File: src/inc/remote_cmd_pkg.sv
// Shared constants and carrier types for the remote input command decoder
package remote_cmd_pkg;

  // Port geometry
  localparam int STD_LINES   = 16;                     // Standard port input lines
  localparam int EXT_LINES   = 64;                     // Extension port input lines
  localparam int TOTAL_LINES = STD_LINES + EXT_LINES;  // All selectable lines
  localparam int LINE_SEL_W  = 7;                      // Width of a line number
  localparam int NUM_FUNCS   = 21;                     // Assignable remote functions

  // Function slots in the line-map
  localparam int F_MOTOR_ON  = 0;
  localparam int F_MOTOR_OFF = 1;
  localparam int F_CALIB     = 2;
  localparam int F_HOME      = 3;
  localparam int F_MNP0      = 4;                      // Mnp bits occupy 4..7
  localparam int F_SEL_MNP   = 8;
  localparam int F_START     = 9;
  localparam int F_PAUSE     = 10;
  localparam int F_RESET     = 11;
  localparam int F_GRP0      = 12;                     // Group bits occupy 12..15
  localparam int F_RECOVER   = 16;
  localparam int F_RESTART   = 17;
  localparam int F_ABORT     = 18;
  localparam int F_READY     = 19;
  localparam int F_SPARE     = 20;

  // Field widths
  localparam int MNP_W = 4;
  localparam int GRP_W = 4;
  localparam int MNP_SEL_W = 5;                        // Holds manipulator 1..16

  // Debounce time and cycle count at 250 MHz
  localparam int DEB_TIME_MS = 10;
  localparam int CLK_KHZ     = 250000;
  localparam int DEB_CYCLES  = DEB_TIME_MS * CLK_KHZ;
  localparam int DEB_CNT_W   = 22;

  // One-cycle command strobes
  typedef struct packed {
    logic motor_on;
    logic motor_off;
    logic origin_calibrate_req;
    logic home;
    logic start;
    logic pause;
    logic reset;
    logic recover;
    logic restart;
    logic abort_all;
    logic ready;
  } cmd_strobe_t;

  // Controller conditions that gate each command
  typedef struct packed {
    logic motor_on_ok;
    logic motor_off_ok;
    logic calib_ok;
    logic home_ok;
    logic start_ok;
    logic pause_ok;
    logic reset_ok;
    logic recover_ok;
    logic restart_ok;
    logic abort_ok;
    logic ready_ok;
  } cmd_cond_t;

endpackage

File: src/design/remote_input_command_decoder.sv
// Remote input command decoder: line mapping, debounce, edge detect, gating
//
// How it works
// - Commands issue only when their preconditions hold.
// - Every function maps to any configured line.
// - Sixteen standard lines plus extension port lines.
// - Manipulator bits value v selects manipulator v+1.
// - Select strobe latches manipulator bits as target.
// - Group bits decode directly as 0 to 15.
// - START launches only the selected group.
// - Motor-on powers the targeted manipulator.
// - Motor-off unpowers the targeted manipulator.
// - Calibrate starts origin initialisation of target.
// - Home moves targeted manipulator home.
// - Pause puts the whole controller paused.
// - Reset clears faults, interrupts all tasks.
// - Recover cancels e-stop, restores prior states.
// - Restart terminates tasks, restarts background/main.
// - Abort-all ends ordinary tasks, keeps background.
// - Ready ends tasks except recovery and background.
`timescale 1ns/1ps
module remote_input_command_decoder
  import remote_cmd_pkg::*;
#(
  parameter int DEB_COUNT = DEB_CYCLES             // Debounce length in cycles
) (
  input  wire logic                                   sys_clk,
  input  wire logic                                   rst,
  input  wire logic [STD_LINES-1:0]                   std_in,
  input  wire logic [EXT_LINES-1:0]                   ext_in,
  input  wire logic [NUM_FUNCS-1:0][LINE_SEL_W-1:0]   line_map,
  input  cmd_cond_t                                   cond,
  output cmd_strobe_t                                 cmd,
  output logic [MNP_SEL_W-1:0]                        target_mnp,
  output logic [GRP_W-1:0]                            start_group,
  output logic [NUM_FUNCS-1:0]                        func_level
);

  // Complete register state of the block
  typedef struct packed {
    logic [TOTAL_LINES-1:0]                  sync1;    // First synchroniser stage
    logic [TOTAL_LINES-1:0]                  sync2;    // Second synchroniser stage
    logic [NUM_FUNCS-1:0]                    stable;   // Debounced function levels
    logic [NUM_FUNCS-1:0][DEB_CNT_W-1:0]     cnt;      // Per-function debounce timers
    cmd_strobe_t                             cmd;      // Registered strobes
    logic [MNP_SEL_W-1:0]                    target;   // Target manipulator 1..16
    logic [GRP_W-1:0]                        group;    // Group captured at START
  } state_t;

  state_t s_q;                                     // Current state
  state_t s_d;                                     // Next state

  logic [TOTAL_LINES-1:0] lines;                   // Synchronised line vector
  logic [NUM_FUNCS-1:0]   raw;                     // Mapped raw function levels
  logic [NUM_FUNCS-1:0]   rise;                    // Debounced rising edges
  logic [MNP_W-1:0]       mnp_bits;                // Debounced manipulator bits
  logic [GRP_W-1:0]       grp_bits;                // Debounced group bits

  localparam logic [DEB_CNT_W-1:0] DEB_LAST = DEB_CNT_W'(DEB_COUNT - 1);
  localparam logic [MNP_SEL_W-1:0] TARGET_RST = MNP_SEL_W'(1);
  localparam logic [LINE_SEL_W-1:0] LINE_LAST = LINE_SEL_W'(TOTAL_LINES - 1);

  // Pick one synchronised line by number; out-of-range numbers read low
  function automatic logic pick_line(input logic [TOTAL_LINES-1:0] v,
                                     input logic [LINE_SEL_W-1:0]  n);
    pick_line = (n > LINE_LAST) ? 1'b0 : v[n];
  endfunction

  // Manipulator number from binary bits, offset by one
  function automatic logic [MNP_SEL_W-1:0] mnp_decode(input logic [MNP_W-1:0] b);
    mnp_decode = MNP_SEL_W'({1'b0, b}) + TARGET_RST;
  endfunction

  // Standard lines are 0..15, extension lines follow
  assign lines = s_q.sync2;

  // Route each function from its configured line number
  always_comb begin
    for (int f = 0; f < NUM_FUNCS; f++) begin
      raw[f] = pick_line(lines, line_map[f]);
    end
  end

  // Debounced edge and field extraction
  assign rise     = s_d.stable & ~s_q.stable;
  assign mnp_bits = s_d.stable[F_MNP0 +: MNP_W];
  assign grp_bits = s_d.stable[F_GRP0 +: GRP_W];

  // Next-state logic
  always_comb begin
    s_d = s_q;
    // Two-stage synchroniser on every pin
    s_d.sync1 = {ext_in, std_in};
    s_d.sync2 = s_q.sync1;
    // Debounce: level accepted only after holding for the full time
    for (int f = 0; f < NUM_FUNCS; f++) begin
      if (raw[f] == s_q.stable[f]) begin
        s_d.cnt[f] = '0;                           // Agreement resets timer
      end else if (s_q.cnt[f] == DEB_LAST) begin
        s_d.cnt[f]    = '0;
        s_d.stable[f] = raw[f];
      end else begin
        s_d.cnt[f] = s_q.cnt[f] + DEB_CNT_W'(1);
      end
    end
    // Target latched while select strobe level is asserted
    if (s_d.stable[F_SEL_MNP]) begin
      s_d.target = mnp_decode(mnp_bits);
    end
    // Command strobes, each gated by its precondition
    s_d.cmd.motor_on             = rise[F_MOTOR_ON]  & cond.motor_on_ok;
    s_d.cmd.motor_off            = rise[F_MOTOR_OFF] & cond.motor_off_ok;
    s_d.cmd.origin_calibrate_req = rise[F_CALIB]     & cond.calib_ok;
    s_d.cmd.home                 = rise[F_HOME]      & cond.home_ok;
    s_d.cmd.start                = rise[F_START]     & cond.start_ok;
    s_d.cmd.pause                = rise[F_PAUSE]     & cond.pause_ok;
    s_d.cmd.reset                = rise[F_RESET]     & cond.reset_ok;
    s_d.cmd.recover              = rise[F_RECOVER]   & cond.recover_ok;
    s_d.cmd.restart              = rise[F_RESTART]   & cond.restart_ok;
    s_d.cmd.abort_all            = rise[F_ABORT]     & cond.abort_ok;
    s_d.cmd.ready                = rise[F_READY]     & cond.ready_ok;
    // Group captured with the accepted START edge
    if (rise[F_START] && cond.start_ok) begin
      s_d.group = grp_bits;
    end
  end

  // State register with synchronous reset
  always_ff @(posedge sys_clk) begin
    if (rst) begin
      s_q <= '0;
      s_q.target <= TARGET_RST;                    // Manipulator 1 after reset
    end else begin
      s_q <= s_d;
    end
  end

  // Outputs straight from state flops
  assign cmd         = s_q.cmd;
  assign target_mnp  = s_q.target;
  assign start_group = s_q.group;
  assign func_level  = s_q.stable;

endmodule

File: config.mk
export PLATFORM = sky130hd
export DESIGN_NAME = remote_input_command_decoder
export DESIGN_NICKNAME = d
export VERILOG_FILES = /design/src/inc/remote_cmd_pkg.sv /design/src/design/remote_input_command_decoder.sv
export SDC_FILE = /design/constraint.sdc
export NUM_CORES = 2
export LEC_CHECK = 0
export BUFFER_PORTS_ARGS = -buffer_cell sky130_fd_sc_hd__buf_2
export CELL_PAD_IN_SITES_DETAIL_PLACEMENT = 0
export CELL_PAD_IN_SITES_GLOBAL_PLACEMENT = 1
export CORE_ASPECT_RATIO = 1.2
export CORE_UTILIZATION = 53
export CTS_CLUSTER_DIAMETER = 100
export DETAILED_ROUTE_END_ITERATION = 10
export GPL_TIMING_DRIVEN = 0
export PLACE_DENSITY_LB_ADDON = 0.2
export SETUP_SLACK_MARGIN = 0.2
export SLEW_MARGIN = 20
export SYNTH_ARGS = -nofsm -noshare
export SYNTH_HDL_FRONTEND = slang
export SYNTH_SLANG_ARGS = --single-unit
File: constraint.sdc
create_clock -name sys_clk -period 8.05 [get_ports sys_clk]
set_input_delay 0.4025 -clock sys_clk [delete_from_list [all_inputs] [get_ports sys_clk]]
set_output_delay 0.4025 -clock sys_clk [all_outputs]
set_load 0.005 [all_outputs]
==> flow_summary_export.csv <==
group,metric,value,unit
worst_hold_path,min_path_cells,2,
cells_and_area,layout-drive-gt1-share,0.2249,
clock_tree,cts_setup_buffers,0,
drt,drc,0,
place,dp_hpwl,91080,um
setup_path,critPathMaxStageDelay,0.60,ns
run_status,status,"complete, no violations",
setup_path,rr_startpoint,"lines[38]$_SDFF_PP0_",
worst_hold_path,hp-class,"in -> reg",
floorplan,rows,110,
drt,vias,33250,
drt,routed_wl,129900,um
setup_path,path_common_cell,"clkbuf_1",
grt,antenna_found_initial,20,
floorplan,start_util,0.5353,
sta,rsz0062_at_grt,"no",
clock_tree,cts-buffers-inserted,71,
place,portBuffers,223,
clock_tree,h-tree-depth,3,
floorplan,coreArea,75010,um^2
setup_path,crit_family,"multiplexers",
sta,fmax,248.7,MHz
power_and_ir_drop,p_leak,15.90,nW
cells_and_area,nNetsFinal,4527,
place,postPlaceCellArea,42530,um^2
power_and_ir_drop,powerDensity,169.4,nW/um^2
sta,fin_setup_tns,0,ns
drt,drt-initial-drc-count,4177,
yosys,syn_area,40150,um^2
setup_path,regToRegEndpoint,"s_q[312]$_SDFF_PP0_",
cells_and_area,fin_area,45720,um^2
yosys,synth_ff_type,"dfxtp_1",
clock_tree,cts.sinks,663,
drt,detail_route.wl_per_cell,24.32,um
clock_tree,clockRootBuffer,"clkbuf_16",
setup_path,worstPathCellList,"clkbuf_1, clkbuf_1, mux4_2, mux4_2, mux2i_1, nor3_1, a21oi_1, xnor2_1, nand2_1, clkbuf_1, nor2_1",
setup_path,start_kind,"register",
grt,grt_pass1_vias,32250,
floorplan,die_width,253.3,um
setup_path,critical_path_required,8.55,ns
sta,setup_violations,0,
yosys,synthCells,3898,
sta,fin_hold_ws,0.01717,ns
drt,first_pass_iters,8,
clock_tree,cts_max_path_buffers,3,
setup_path,r2r_cells,11,
power_and_ir_drop,irDropWorstVdd,0.1796,mV
floorplan,die_h,303.5,um
sta,finalMaxSlewViolations,0,
worst_hold_path,min_to,"s_d[566]$_SDFF_PP0_",
worst_hold_path,hold_start,"ext_in[47]",
sta,hold_viol_final,0,
yosys,synth_edf_count,0,
floorplan,die_area,76870,um^2
setup_path,rrSetupSlack,4.03,ns
yosys,syn_nets,4160,
cells_and_area,mostFrequentLayoutCells,"663 x dfxtp_1, 634 x nor2_1, 488 x mux4_2, 276 x buf_2, 274 x clkbuf_1",
grt,grt_usage,0.3393,
sta,slew_headroom,0.2303,
setup_path,cp_max_fo,10,
setup_path,crit_path_top_delay_cell,"mux4_2",
yosys,yosysSeqAreaShare,0.3306,
yosys,synth.distinct_cells,63,
grt,grt_max_degree,15,
floorplan,ios,281,
grt,overflow,0,
flow_run,max_cap_violations,0,
clock_tree,cts_tree,"built",
drt,ant_nets,0,
yosys,ys_async_sr_fraction,0,
clock_tree,cts_resized,0,
cells_and_area,synthToLayoutAreaGrowth,13.86,%
yosys,ys_warn_count,0,
yosys,syn_avg_cell_area,10.30,um^2
setup_path,cp-end-kind,"register",
sta,period_needed,4.021,ns
sta,tightest_slew,1.155,ns
setup_path,worstPathArrival,4.52,ns
cells_and_area,final_common_cell,"dfxtp_1",
sta,fin_crit_sh,0.4995,
yosys,synth-seq-cells,663,
grt,grt_pass1_wl,193400,um
setup_path,critPathKind,"reg -> reg",
cells_and_area,fillers,6440,
drt,via_per_inst,6.226,
sta,clock_skew,0.02574,ns
place,routabilityCongestion,1.022,
setup_path,cp_num_buf_inv,3,
clock_tree,clk_latency,0.64,ns
clock_tree,cts.clk_slew.worst_paths,0.06,ns
[area by class of cell]
class,count,area (um^2),share of cell area
clock inverter,28,385.4,0.008430
clock buffer,101,2059,0.04505
timing repair buffer,294,1827,0.03996
antenna,12,30.03,0.0006569
buffer,385,1758,0.03845
sequential,663,13270,0.2903
tap,1008,1261,0.02759
inverter,69,259.0,0.005665
multi-input combinational,2781,24860,0.5439
[flip-flops by register name, summed over array words and instances (netlist names)]
signal	count
func_level	21
start_group	4
target_mnp	5
s_d	80
s_q	462
cmd	11
lines	80
[where the power goes]
group          internal (mW)  switching [mW]  total, mW  leakage [nW]
logic                  0.452           0.542      0.994          9.31
clock network           2.02            1.37       3.40          1.21
registers               3.33          0.0279       3.35          5.38
total                   5.80            1.94       7.74          15.9
[metrics by stage]
stage | instances | total power [mW] | utilization | setup slack [ns]
6_report | 5341 | 7.743 | 0.6095 | 4.029
4_1_cts | 5329 | 7.780 | 0.6091 | 4.264
3_3_place_gp | 5129 | 4.340 | 0.5670 | 3.521
2_1_floorplan | 3898 | 4.039 | - | 4.908
3_5_place_dp | 5129 | 4.349 | 0.5670 | 4.135
5_1_grt | 5333 | 7.990 | 0.6092 | 3.909
[per-layer routing]
metal | global-route usage | part of all wire | vias up
met2 | 0.5305 | 0.44 | 2209
met4 | 0.1805 | 0.063 | 16
met5 | 0.005590 | 0.00082 | -
met3 | 0.1345 | 0.13 | 645
met1 | 0.4019 | 0.36 | 15710
li1 | - | - | 14670
[timing repair]
item / CTS / global route
setup endpoints to repair: 0 / 0
endpoints found under the hold margin: 71 / 0
hold buffers: 71 / 0
[synth_stat cells, types with 61 or more instances]
| cell type | n | share of area |
|---|---|---|
| clkbuf_1 | 263 | 0.025 |
| buf_4 | 61 | 0.011 |
| mux4_2 | 488 | 0.27 |
| nand2_1 | 216 | 0.020 |
| nand3_1 | 193 | 0.024 |
| and3_1 | 106 | 0.017 |
| nor2b_1 | 175 | 0.027 |
| xnor2_1 | 186 | 0.041 |
| dfxtp_1 | 663 | 0.33 |
| nor2_1 | 634 | 0.059 |
| nand4_1 | 84 | 0.013 |
| xor2_1 | 254 | 0.055 |
| mux2i_1 | 86 | 0.021 |
| inv_1 | 69 | 0.0065 |
[worst register-to-register path, stage by stage (launching register included)]
cell and delay (ns):
dfxtp_1 0.32, clkbuf_1 0.32, clkbuf_1 0.50, mux4_2 0.62
mux4_2 0.48, mux2i_1 0.18, nor3_1 0.07, a21oi_1 0.60
xnor2_1 0.16, nand2_1 0.14, clkbuf_1 0.40, nor2_1 0.11
[cell families (layout without fill, tap and decap cells)]
logic type	count (synthesis)	in the layout	synth area share
compound gates	117	117	0.02113
xor+xnor	440	440	0.09598
fa+ha+maj	22	22	0.006856
buf+inv	454	877	0.05017
flops	663	663	0.3306
mux	586	586	0.2985
other cells	0	12	0
simple gates	1616	1616	0.1968
[worst max path at each step]
stage / from / end / slack (ns) / cells past startpoint
2_1_floorplan: line_map[63] / s_q[221]$_SDFF_PP0_ / 4.91 / 11
3_3_place_gp: rst / s_d[534]$_SDFF_PP0_ / 3.52 / 5
3_5_place_dp: rst / func_level[4]$_SDFF_PP0_ / 4.14 / 5
4_1_cts: lines[43]$_SDFF_PP0_ / s_q[321]$_SDFF_PP0_ / 4.26 / 11
5_1_grt: lines[37]$_SDFF_PP0_ / s_q[464]$_SDFF_PP0_ / 3.91 / 11
6_report: lines[38]$_SDFF_PP0_ / s_q[312]$_SDFF_PP0_ / 4.03 / 11
(Power assumes the default switching activity.)
